===== src/hdl/fhc_params.svh =====
`ifndef FHC_PARAMS_SVH
`define FHC_PARAMS_SVH

// clock rate
`define FHC_CLK_MHZ      20
// bus widths
`define FHC_ADDR_W       17
`define FHC_DATA_W       8
// read cycle minimum, fastest grade, ns
`define FHC_T_RC_NS      45
// write cycle minimum, fastest grade, ns
`define FHC_T_WC_NS      45
// write or select strobe low width, ns
`define FHC_T_WP_NS      25
// write or select strobe high width, ns
`define FHC_T_WPH_NS     20
// output enable high between status reads, ns
`define FHC_T_OEH_NS     10
// byte program longest time, us
`define FHC_T_PROG_US    300
// erase longest time, s
`define FHC_T_ERASE_S    15
// status bit positions
`define FHC_TIMEOUT_BIT  5
`define FHC_TOGGLE_BIT   6
`define FHC_POLLING_BIT  7
// program command sequence, plain defaults
`define FHC_UNLOCK_A1    17'h05555
`define FHC_UNLOCK_A2    17'h02aaa
`define FHC_UNLOCK_D1    8'haa
`define FHC_UNLOCK_D2    8'h55
`define FHC_PROG_CODE    8'ha0
// number of bus writes in a program command
`define FHC_PROG_WRITES  4
// pin synchroniser depth
`define FHC_SYNC_STAGES  2
// reset values of the strobes and the data driver
`define FHC_STROBE_RST   1'b1
`define FHC_DRIVE_RST    1'b0

`endif


===== src/hdl/fhc_pkg.sv =====
package fhc_pkg;
  // user command codes
  typedef enum logic [1:0] {
    fhc_op_read  = 2'h0,
    fhc_op_write = 2'h1,
    fhc_op_prog  = 2'h2,
    fhc_op_poll  = 2'h3
  } fhc_op_type;

  // result codes
  typedef enum logic [1:0] {
    fhc_st_ok       = 2'h0,
    fhc_st_dev_fail = 2'h1,
    fhc_st_host_to  = 2'h2
  } fhc_status_type;

  // sequencer states, one-hot
  typedef enum logic [5:0] {
    fhc_s_idle  = 6'h01,
    fhc_s_write = 6'h02,
    fhc_s_pa    = 6'h04,
    fhc_s_pb    = 6'h08,
    fhc_s_final = 6'h10,
    fhc_s_done  = 6'h20
  } fhc_seq_type;

  // bus cycle engine states, one-hot
  typedef enum logic [2:0] {
    fhc_e_idle = 3'h1,
    fhc_e_act  = 3'h2,
    fhc_e_rec  = 3'h4
  } fhc_eng_type;
endpackage


===== src/hdl/fhc_cyc_if.sv =====
`include "fhc_params.svh"

interface fhc_cyc_if;
  logic                     req;
  logic                     ready;
  logic                     is_write;
  logic                     status_read;
  logic [`FHC_ADDR_W-1:0]   addr;
  logic [`FHC_DATA_W-1:0]   wdata;
  logic                     done;
  logic [`FHC_DATA_W-1:0]   rdata;

  modport seq (output req, is_write, status_read, addr, wdata,
               input ready, done, rdata);
  modport eng (input req, is_write, status_read, addr, wdata,
               output ready, done, rdata);
endinterface


===== src/hdl/fhc_cycle.sv =====
`include "fhc_params.svh"

module fhc_cycle #(
  parameter int T_RC_NS  = `FHC_T_RC_NS,
  parameter int T_WC_NS  = `FHC_T_WC_NS,
  parameter int T_WP_NS  = `FHC_T_WP_NS,
  parameter int T_WPH_NS = `FHC_T_WPH_NS,
  parameter int T_OEH_NS = `FHC_T_OEH_NS
) (
  input  wire logic                   clock,     // system clock
  input  wire logic                   rst,       // sync reset
  fhc_cyc_if.eng                      cyc,       // cycle requests
  output logic                        flash_ce_n, // chip select
  output logic                        flash_oe_n, // output enable
  output logic                        flash_we_n, // write strobe
  output logic [`FHC_ADDR_W-1:0]      flash_addr, // address pins
  output logic [`FHC_DATA_W-1:0]      flash_dq_out, // data driven
  output logic                        flash_dq_oe,  // data drive enable
  input  wire logic [`FHC_DATA_W-1:0] flash_dq_in   // data sensed
);
  // minimum times rounded up to whole cycles, never below one
  function automatic int cyc_of(input int ns);
    int c;
    c = (ns * `FHC_CLK_MHZ + 999) / 1000;
    return (c < 1) ? 1 : c;
  endfunction
  localparam int RD_CYC  = cyc_of(T_RC_NS) + `FHC_SYNC_STAGES;
  localparam int WP_CYC  = cyc_of(T_WP_NS);
  localparam int WPH_CYC = cyc_of(T_WPH_NS);
  localparam int WC_REST = cyc_of(T_WC_NS) - WP_CYC;
  localparam int WR_REC  = (WC_REST > WPH_CYC) ? WC_REST : WPH_CYC;
  localparam int OEH_CYC = cyc_of(T_OEH_NS);

  if (RD_CYC > 255 || WR_REC > 255 || WP_CYC > 255 || OEH_CYC > 255) begin : g_chk
    $error("fhc_cycle: strobe counts exceed counter width");
  end

  fhc_pkg::fhc_eng_type    state;
  fhc_pkg::fhc_eng_type    next_state;
  logic [7:0]              cnt;
  logic [7:0]              next_cnt;
  logic                    wr;
  logic                    stat;
  logic [`FHC_DATA_W-1:0]  sync0;
  logic [`FHC_DATA_W-1:0]  sync1;

  // count decode and strobe windows
  wire cnt_zero = (cnt == 8'h00);
  wire in_act   = (state == fhc_pkg::fhc_e_act);
  wire in_rec   = (state == fhc_pkg::fhc_e_rec);
  wire [7:0] act_load = cyc.is_write ? 8'(WP_CYC - 1) : 8'(RD_CYC - 1);
  wire [7:0] rec_load = wr ? 8'(WR_REC - 1) : (stat ? 8'(OEH_CYC - 1) : 8'h00);
  assign cyc.ready = (state == fhc_pkg::fhc_e_idle);
  assign cyc.done  = in_rec && cnt_zero;

  // write flag as seen by the next cycle
  wire next_wr = (cyc.ready && cyc.req) ? cyc.is_write : wr;

  // engine next state
  always_comb begin
    next_state = state;
    next_cnt   = cnt;
    unique case (state)
      fhc_pkg::fhc_e_idle: begin
        if (cyc.req) begin
          next_state = fhc_pkg::fhc_e_act;
          next_cnt   = act_load;
        end
      end
      fhc_pkg::fhc_e_act: begin
        if (cnt_zero) begin
          next_state = fhc_pkg::fhc_e_rec;
          next_cnt   = rec_load;
        end else begin
          next_cnt = cnt - 8'h01;
        end
      end
      fhc_pkg::fhc_e_rec: begin
        if (cnt_zero) begin
          next_state = fhc_pkg::fhc_e_idle;
        end else begin
          next_cnt = cnt - 8'h01;
        end
      end
    endcase
  end

  // two-stage pin synchroniser
  always_ff @(posedge clock) begin
    sync0 <= flash_dq_in;
    sync1 <= sync0;
  end

  // state, latched request and strobes; both strobes fall and rise together
  always_ff @(posedge clock) begin
    if (rst) begin
      state        <= fhc_pkg::fhc_e_idle;
      cnt          <= 8'h00;
      wr           <= 1'b0;
      stat         <= 1'b0;
      flash_ce_n   <= `FHC_STROBE_RST;
      flash_oe_n   <= `FHC_STROBE_RST;
      flash_we_n   <= `FHC_STROBE_RST;
      flash_addr   <= '0;
      flash_dq_out <= '0;
      flash_dq_oe  <= `FHC_DRIVE_RST;
      cyc.rdata    <= '0;
    end else begin
      state <= next_state;
      cnt   <= next_cnt;
      if (cyc.ready && cyc.req) begin
        wr           <= cyc.is_write;
        stat         <= cyc.status_read;
        flash_addr   <= cyc.addr;
        flash_dq_out <= cyc.wdata;
      end
      flash_ce_n  <= !(next_state == fhc_pkg::fhc_e_act);
      flash_we_n  <= !(next_state == fhc_pkg::fhc_e_act && next_wr);
      flash_oe_n  <= !(next_state == fhc_pkg::fhc_e_act && !next_wr);
      flash_dq_oe <= (next_state != fhc_pkg::fhc_e_idle) && next_wr;
      if (in_act && cnt_zero && !wr) begin
        cyc.rdata <= sync1;
      end
    end
  end

endmodule // fhc_cycle


===== src/hdl/fhc_host.sv =====
// Operation
// - read cycle held at least grade minimum
// - output enable high gap between status reads
// - write cycle lasts at least grade minimum
// - write strobe low and high minimum widths
// - chip select low and high minimum widths
// - program byte uses four bus writes
`include "fhc_params.svh"

module fhc_host #(
  parameter int T_RC_NS    = `FHC_T_RC_NS,
  parameter int T_WC_NS    = `FHC_T_WC_NS,
  parameter int T_WP_NS    = `FHC_T_WP_NS,
  parameter int T_WPH_NS   = `FHC_T_WPH_NS,
  parameter int T_OEH_NS   = `FHC_T_OEH_NS,
  parameter int PROG_LIMIT = `FHC_T_PROG_US * `FHC_CLK_MHZ,
  parameter int ERASE_LIMIT = `FHC_T_ERASE_S * `FHC_CLK_MHZ * 1000000
) (
  input  wire logic                   clock,        // system clock
  input  wire logic                   rst,          // sync reset
  input  wire logic                   cmd_valid,    // command offered
  output logic                        cmd_ready,    // command taken
  input  wire fhc_pkg::fhc_op_type    cmd_op,       // command code
  input  wire logic [`FHC_ADDR_W-1:0] cmd_addr,     // target address
  input  wire logic [`FHC_DATA_W-1:0] cmd_data,     // write data
  output logic                        rsp_valid,    // result pulse
  output logic [`FHC_DATA_W-1:0]      rsp_data,     // data read back
  output fhc_pkg::fhc_status_type     rsp_status,   // result code
  output logic                        busy,         // command in progress
  output logic                        flash_ce_n,   // chip select
  output logic                        flash_oe_n,   // output enable
  output logic                        flash_we_n,   // write strobe
  output logic [`FHC_ADDR_W-1:0]      flash_addr,   // address pins
  output logic [`FHC_DATA_W-1:0]      flash_dq_out, // data driven
  output logic                        flash_dq_oe,  // data drive enable
  input  wire logic [`FHC_DATA_W-1:0] flash_dq_in   // data sensed
);
  if (PROG_LIMIT < 1 || ERASE_LIMIT < 1 || PROG_LIMIT > ERASE_LIMIT) begin : g_chk
    $error("fhc_host: poll limits out of range");
  end

  fhc_cyc_if cyc ();

  fhc_cycle #(
    .T_RC_NS  (T_RC_NS),
    .T_WC_NS  (T_WC_NS),
    .T_WP_NS  (T_WP_NS),
    .T_WPH_NS (T_WPH_NS),
    .T_OEH_NS (T_OEH_NS)
  ) u_cycle (
    .clock        (clock),
    .rst          (rst),
    .cyc          (cyc),
    .flash_ce_n   (flash_ce_n),
    .flash_oe_n   (flash_oe_n),
    .flash_we_n   (flash_we_n),
    .flash_addr   (flash_addr),
    .flash_dq_out (flash_dq_out),
    .flash_dq_oe  (flash_dq_oe),
    .flash_dq_in  (flash_dq_in)
  );

  fhc_pkg::fhc_seq_type    state;
  fhc_pkg::fhc_seq_type    next_state;
  fhc_pkg::fhc_op_type     op;
  fhc_pkg::fhc_status_type status;
  logic [`FHC_ADDR_W-1:0]  addr;
  logic [`FHC_DATA_W-1:0]  data;
  logic [1:0]              step;
  logic                    issued;
  logic                    to_seen;
  logic [`FHC_DATA_W-1:0]  first;
  logic [31:0]             budget;

  // program command table; raw writes and the last program write carry the command's own
  wire raw_or_last = (op != fhc_pkg::fhc_op_prog) ||
                     (step == 2'(`FHC_PROG_WRITES - 1));
  wire [`FHC_ADDR_W-1:0] seq_addr = raw_or_last ? addr :
                                    (step == 2'd1) ? `FHC_UNLOCK_A2 : `FHC_UNLOCK_A1;
  wire [`FHC_DATA_W-1:0] seq_data = raw_or_last ? data :
                                    (step == 2'd0) ? `FHC_UNLOCK_D1 :
                                    (step == 2'd1) ? `FHC_UNLOCK_D2 : `FHC_PROG_CODE;
  wire last_step = (op != fhc_pkg::fhc_op_prog) ||
                   (step == 2'(`FHC_PROG_WRITES - 1));

  // status decode of the second of two reads
  wire        toggled  = first[`FHC_TOGGLE_BIT] != cyc.rdata[`FHC_TOGGLE_BIT];
  wire        dev_to   = cyc.rdata[`FHC_TIMEOUT_BIT];
  wire        pol_ok   = cyc.rdata[`FHC_POLLING_BIT] == data[`FHC_POLLING_BIT];
  wire        out_time = (budget == 32'h0);
  wire [31:0] limit    = (op == fhc_pkg::fhc_op_prog) ? 32'(PROG_LIMIT) :
                         32'(ERASE_LIMIT);

  // bus cycle requests
  wire in_write = (state == fhc_pkg::fhc_s_write);
  wire in_read  = (state == fhc_pkg::fhc_s_pa) || (state == fhc_pkg::fhc_s_pb) ||
                  (state == fhc_pkg::fhc_s_final);
  assign cyc.req         = (in_write || in_read) && !issued;
  assign cyc.is_write    = in_write;
  assign cyc.status_read = (state == fhc_pkg::fhc_s_pa) ||
                           (state == fhc_pkg::fhc_s_pb);
  assign cyc.addr        = in_write ? seq_addr : addr;
  assign cyc.wdata       = seq_data;
  assign cmd_ready       = (state == fhc_pkg::fhc_s_idle);
  assign busy            = !cmd_ready;

  // sequencer next state
  always_comb begin
    next_state = state;
    unique case (state)
      fhc_pkg::fhc_s_idle: begin
        if (cmd_valid) begin
          unique case (cmd_op)
            fhc_pkg::fhc_op_read: next_state = fhc_pkg::fhc_s_final;
            fhc_pkg::fhc_op_poll: next_state = fhc_pkg::fhc_s_pa;
            fhc_pkg::fhc_op_write,
            fhc_pkg::fhc_op_prog: next_state = fhc_pkg::fhc_s_write;
          endcase
        end
      end
      fhc_pkg::fhc_s_write: begin
        if (cyc.done && last_step) begin
          next_state = (op == fhc_pkg::fhc_op_prog) ? fhc_pkg::fhc_s_pa :
                       fhc_pkg::fhc_s_done;
        end
      end
      fhc_pkg::fhc_s_pa: begin
        if (cyc.done) begin
          next_state = fhc_pkg::fhc_s_pb;
        end
      end
      fhc_pkg::fhc_s_pb: begin
        if (cyc.done) begin
          if (!toggled) begin
            next_state = fhc_pkg::fhc_s_final;
          end else if ((to_seen || out_time)) begin
            next_state = fhc_pkg::fhc_s_done;
          end else begin
            next_state = fhc_pkg::fhc_s_pa;
          end
        end
      end
      fhc_pkg::fhc_s_final: begin
        if (cyc.done) begin
          next_state = fhc_pkg::fhc_s_done;
        end
      end
      fhc_pkg::fhc_s_done: begin
        next_state = fhc_pkg::fhc_s_idle;
      end
      default: begin
        next_state = fhc_pkg::fhc_s_idle;
      end
    endcase
  end

  // sequencer registers
  always_ff @(posedge clock) begin
    if (rst) begin
      state   <= fhc_pkg::fhc_s_idle;
      op      <= fhc_pkg::fhc_op_read;
      status  <= fhc_pkg::fhc_st_ok;
      addr    <= '0;
      data    <= '0;
      step    <= 2'd0;
      issued  <= 1'b0;
      to_seen <= 1'b0;
      first   <= '0;
      budget  <= 32'h0;
    end else begin
      state <= next_state;
      if (cyc.req && cyc.ready) begin
        issued <= 1'b1;
      end else if (cyc.done) begin
        issued <= 1'b0;
      end
      if (cmd_ready && cmd_valid) begin
        op      <= cmd_op;
        addr    <= cmd_addr;
        data    <= cmd_data;
        step    <= 2'd0;
        to_seen <= 1'b0;
        status  <= fhc_pkg::fhc_st_ok;
        budget  <= (cmd_op == fhc_pkg::fhc_op_prog) ? 32'(PROG_LIMIT) : 32'(ERASE_LIMIT);
      end else if (busy && !out_time) begin
        budget <= budget - 32'h1;
      end
      if (in_write && cyc.done) begin
        step <= step + 2'd1;
      end
      if (state == fhc_pkg::fhc_s_pa && cyc.done) begin
        first <= cyc.rdata;
      end
      // device timeout: re-read once, fail if still toggling
      if (state == fhc_pkg::fhc_s_pb && cyc.done && toggled) begin
        if (dev_to) begin
          to_seen <= 1'b1;
        end
        if (to_seen) begin
          status <= fhc_pkg::fhc_st_dev_fail;
        end else if (out_time) begin
          status <= fhc_pkg::fhc_st_host_to;
        end
      end
      if (state == fhc_pkg::fhc_s_final && cyc.done &&
          op == fhc_pkg::fhc_op_prog && !pol_ok) begin
        status <= fhc_pkg::fhc_st_dev_fail;
      end
      if (limit == 32'h0) begin
        status <= fhc_pkg::fhc_st_host_to;
      end
    end
  end

  // result outputs
  always_ff @(posedge clock) begin
    if (rst) begin
      rsp_valid  <= 1'b0;
      rsp_data   <= '0;
      rsp_status <= fhc_pkg::fhc_st_ok;
    end else begin
      rsp_valid <= (state == fhc_pkg::fhc_s_done);
      if (state == fhc_pkg::fhc_s_done) begin
        rsp_status <= status;
      end
      if (cyc.done && in_read) begin
        rsp_data <= cyc.rdata;
      end
    end
  end
endmodule // fhc_host


===== config.mk =====
export PLATFORM = sky130hd
export DESIGN_NAME = fhc_host
export DESIGN_NICKNAME = d
export VERILOG_FILES = /design/src/hdl/fhc_pkg.sv /design/src/hdl/fhc_cyc_if.sv /design/src/hdl/fhc_cycle.sv /design/src/hdl/fhc_host.sv
export VERILOG_INCLUDE_DIRS = /design/src /design/src/hdl
export SDC_FILE = /design/constraint.sdc
export NUM_CORES = 1
export LEC_CHECK = 0
export CORE_UTILIZATION = 52
export DETAILED_ROUTE_END_ITERATION = 7
export DONT_BUFFER_PORTS = 1
export PLACE_DENSITY = 0.67
export SLEW_MARGIN = 20
export SYNTH_ARGS = -nofsm -noshare
export SYNTH_HDL_FRONTEND = slang
export SYNTH_SLANG_ARGS = --single-unit

===== constraint.sdc =====
create_clock -name clock -period 6.25 [get_ports clock]
set_input_delay 1.25 -clock clock [delete_from_list [all_inputs] [get_ports clock]]
set_output_delay 1.25 -clock clock [all_outputs]
set_load 0.02 [all_outputs]

# ---- After elaboration in Yosys (flattened, before gate mapping)
# Cells that the tools add are included.
dict set report word_totals {
  input_bits 38
  output_inout_bits 42
  ff_bits 154
  elab_cells 144
}
dict set report op_classes {
  n_mux 43
  reduce_logical 45
  n_eq_ne 27
  add_sub_neg 3
}
# cell count
set op_table {}
lappend op_table {{zero test 32 bit} 2}
lappend op_table {{2-to-1 mux 32 bit} 2}
lappend op_table {{2-to-1 mux 29 bit} 2}
lappend op_table {{2-to-1 mux 6 bit} 8}
lappend op_table {{2-to-1 mux 8 bit} 6}
lappend op_table {{2-to-1 mux 17 bit} 2}
lappend op_table {{subtractor 32 x 1 -> 32 bit (second input constant)} 1}
lappend op_table {{case mux 6 bit (5 select lines)} 1}
lappend op_table {{case mux 8 bit (3 select lines)} 1}
lappend op_table {{logical AND 1 bit} 19}
lappend op_table {{2-to-1 mux 2 bit} 9}
lappend op_table {{case mux 6 bit (3 select lines)} 1}
lappend op_table {{2-to-1 mux 15 bit} 1}
lappend op_table {{inequality test 2 bit (second input constant)} 6}
lappend op_table {{zero test 1 bit} 9}
lappend op_table {{2-to-1 mux 3 bit} 3}
lappend op_table {{case mux 3 bit (3 select lines)} 1}
lappend op_table {{== test 2 bit (second input constant)} 4}
lappend op_table {{zero test 8 bit} 1}
lappend op_table {{subtractor 8 x 1 -> 8 bit (second input constant)} 1}
lappend op_table {{== test 3 x 2 -> 1 bit (second input constant)} 2}
lappend op_table {{== test 6 x 1 -> 1 bit (second input constant)} 1}
lappend op_table {{== test 6 x 2 -> 1 bit (second input constant)} 1}
lappend op_table {{== test 6 x 3 -> 1 bit (second input constant)} 1}
lappend op_table {{other kinds (18)} 33}

# ---- Logic depth before layout (Yosys ltp)
dict set report depth {
  ltp_word 10
  ltp_mapped 8
  mapped_depth_nobuf 7
}

# ---- Hierarchy
# From an unflattened synthesis, not the netlist that was laid out.
dict set report hier_totals {
  hier_cells 803
  hier_area_um2 6595.1
}
# mod seq_area_each_um2 area_per_inst_um2 cells_each n_inst
set modules_own_cells {}
lappend modules_own_cells {fhc_host 1661.6 4297.9 549 1}
lappend modules_own_cells {fhc_cycle 1301.2 2297.2 254 1}

# ---- Least setup slack after synthesis
# OpenSTA, ideal clock, no wires.
dict set report synth_path {
  path_type {reg2out}
  start {register state[2]}
  end {output port busy}
  required_ns 5.000
  stages_incl_launch_ff 5
  path_slack_ns 3.718
  n_path_buf 2
  t_arrival_ns 1.282
  path_cell_list {dfxtp_1 clkbuf_1 nor4_1 nand2_1 clkbuf_1}
}
dict set report synth_via {
  elab_chain_cells 2
}
# item line
set synth_rtl {}
lappend synth_rtl {{start, declared} fhc_host.sv:63} ;# fhc_pkg::fhc_seq_type state;
lappend synth_rtl {{start signal, assigned} fhc_host.sv:160} ;# state <= fhc_pkg::fhc_s_idle;
lappend synth_rtl {{start signal, assigned} fhc_host.sv:171} ;# state <= next_state;
lappend synth_rtl {{== test 6 x 1 -> 1 bit} fhc_host.sv:104} ;# assign cmd_ready = (state == fhc_pkg::fhc_s_idle);
lappend synth_rtl {{zero test 1 bit} fhc_host.sv:105} ;# assign busy = !cmd_ready;
lappend synth_rtl {{end, declared} fhc_host.sv:29} ;# output logic busy,
# Every way passes these cells.

# ---- Worst setup path after layout
dict set report layout_path {
  start {register state[2]}
  end {output port cmd_ready}
}
dict set report layout_via {
  elab_chain_cells 1
}
# item line
set layout_rtl {}
lappend layout_rtl {{== test 6 x 1 -> 1 bit} fhc_host.sv:104}
lappend layout_rtl {{end, declared} fhc_host.sv:22} ;# output logic cmd_ready,
# Every way passes these cells.

==> qor.csv <==
stage,metric,value,unit
job,drv_cap,0,
worst_setup_path,startpoint_type,flip-flop,
yosys,ys_seq_area_frac,0.471,
placement,dpl-instance-area,6320,sq um
timing,worst_pin_slew,1.08,ns
timing,final.min_clock_period,3.72,ns
routing,postRouteAntennaNets,0,
clocking,path_clk_slew,0.06,ns
floorplanning,die-height,112,um
clocking,numCtsBuffers,17,
worst_setup_path,endpoint_kind,output port,
timing,clock.fmax,0.269,GHz
yosys,synth_edf_count,0,
routing,drt_pass1_iterations,8,
global_route,grt_pass1_vias,5165,
floorplanning,dieWidth,112,um
power,power_leakage,2.62,nW
global_route,grt_usage,0.247,
yosys,ys_warn_count,0,
clocking,htreeDepth,4,
clocking,cts_tree,yes,
routing,avgViaCountPerCell,6.21,
final_layout,area_growth,9.85,%
yosys,async_reset_ff_frac,0,
global_route,grt_pass1_wl,24700,um
placement,dp.cells,832,
floorplanning,initial_core_util,0.541,
global_route,grt-ovfl-total,0,
timing,hold_ws,0.326,ns
routing,drc,4,
routing,vias,5366,
timing,max_slew_margin,0.276,
floorplanning,dieArea,12500,sq um
run_status,violations,design-rule violations,
final_layout,multi_input_area,3110,sq um
clocking,post_cts_resized,0,
placement,place_ws,2.84,ns
placement,dp_hpwl,9770,um
hold_path,min_path_type,flip-flop to flip-flop,
timing,drv_slew,0,
timing,fin_tns_setup,0,ns
yosys,avgSynthCellArea,8.62,sq um
yosys,ys_seq_elements,148,
timing,hold_viol,0,
worst_setup_path,critPathRequiredTime,5.00,ns
clocking,clk_latency,0.43,ns
yosys,synth_area,6280,sq um
global_route,grt_max_degree,102,
final_layout,antenna_cells,0,
clocking,clockBufferDepth,2,
floorplanning,boundaryPins,80,
final_layout,regArea,2960,sq um
final_layout,drive_above_1_share,0.0721,
placement,place.port_buffers,0,
clocking,cts.hold.buffers_added,0,
final_layout,fin_area,6900,sq um
routing,drt_iter0_drc,473,
routing,wl_per_cell,17.1,um
timing,fin_crit_sh,0.596,
run_status,outcome,"complete, but fails checks",
clocking,clock-sinks,148,
final_layout,fin_util,0.594,
final_layout,largest_reg_flops,32,
worst_setup_path,critPathKind,flip-flop to output port,
timing,fin_skew,0.00598,ns
final_layout,top_register,budget,
placement,gp_congestion,0.855,
final_layout,fin_nets,756,
floorplanning,rows,39,
final_layout,nFillCells,1014,
final_layout,top_regs,"budget (32), addr (17), u_cycle.flash_addr (17)",
power,ir_drop,246,uV
worst_setup_path,arrival,2.47,ns
final_layout,fin_cells,864,
power,p_per_area,410,nW/um^2
timing,setup_viol,0,
timing,setup_slack,2.53,ns
global_route,antenna_found_initial,0,
yosys,synth_cell_types,63,
clocking,root_buffer,clkbuf_16,
power,p_total,2.83,mW
clocking,cts_setup_buffers,0,
routing,wl,14800,um
yosys,syn-instance-count,729,
yosys,ys.flop_type,dfxtp_1,
yosys,synthesis.nets,777,
worst_setup_path,path_max_fanout,11,
floorplanning,coreArea,11600,sq um
timing,rsz0062_at_grt,no,
## layer usage
metal  GRT usage  up-vias  routed length (um)
met2       0.400      182                7000
met4       0.115        0                 341
met3      0.0740       37                 909
li1            -     2615                   -
met5           0        -                   0
met1       0.303     2532                6550
## cells in the final DEF, fill, tap and decap left out, types with 4 or more instances in the layout
master and n:
mux2i_1 21, a21o_1 4, or4_1 22, nand4b_1 4, xor2_1 5, a31oi_1 11, or2_2 5, nand2_1 97
o21ai_0 15, ha_1 10, dfxtp_1 148, clkbuf_16 17, nor2b_1 4, o41ai_1 4, or3_1 16, o31ai_1 14
nor4_1 8, o211ai_1 17, a311oi_1 6, a21oi_1 79, nor2_1 64, clkinv_2 6, nor3_1 27, nand3_1 18
a211oi_1 13, and2_1 4, nand2b_1 4, inv_1 16
## kinds of logic (layout without fill, tap and decap cells)
group                    after synthesis  after routing  synth area share
AND/OR/NAND/NOR                      297            297             0.237
adder cells (fa/ha/maj)               10             10            0.0199
flip-flops                           148            148             0.471
buffers and inverters                 59             51            0.0372
XOR/XNOR                               7              7           0.00976
AO/OA/AOI/OAI                        187            187             0.192
multiplexers                          21             21            0.0334
## final timing paths
kind,from,to,slack [ns],depth (start not counted)
max reg2reg,budget[0]$_SDFFE_PP0P_,budget[15]$_SDFFE_PP0P_,2.77,7
min reg2reg,u_cycle.sync0[4]$_DFF_P_,u_cycle.sync1[4]$_DFF_P_,0.33,0
max,state[2]$_SDFFE_PP0P_,cmd_ready,2.53,3
min,u_cycle.sync0[4]$_DFF_P_,u_cycle.sync1[4]$_DFF_P_,0.33,0
## report_power, final
part / total [mW] / switching, mW / internal, mW / leakage [nW]
sequential: 1.16 / 0.110 / 1.05 / 1.21
combinational: 0.677 / 0.445 / 0.232 / 1.12
clock: 1.00 / 0.405 / 0.596 / 0.283
## critical path, stage by stage (launching register included)
cell and delay, ns:
dfxtp_1 0.39, nor4_1 0.56, nand2_1 0.56, inv_1 0.53
## cell usage after synthesis (all sizes together) (4+ instances only)
library cell	count	share of area
or4	23	0.028
ha	10	0.020
a21oi	79	0.063
dfxtp	148	0.47
or2	5	0.0050
nand2b	4	0.0040
nand2	97	0.058
nor3	28	0.022
a21o	4	0.0048
nor2b	4	0.0040
a31oi	11	0.011
nand4b	4	0.0056
o41ai	5	0.0082
and2	4	0.0040
o31ai	15	0.018
a311oi	6	0.0084
xor2	5	0.0070
buf	7	0.0062
nand3	18	0.014
nor2	64	0.038
clkbuf	36	0.022
or3	16	0.016
o21ai	16	0.013
o211ai	17	0.020
or3b	4	0.0056
a211oi	13	0.016
inv	16	0.0096
mux2i	21	0.033
nor4	9	0.010
## area by class of cell
class,count,area share
Clock buffer,19,0.0642
Multi-Input combinational cell,522,0.450
Tap cell,143,0.0259
Timing Repair Buffer,3,0.00326
Clock inverter,13,0.0190
Sequential cell,148,0.429
Inverter,16,0.00870
No activity file was read; power rests on OpenSTA's default activity.
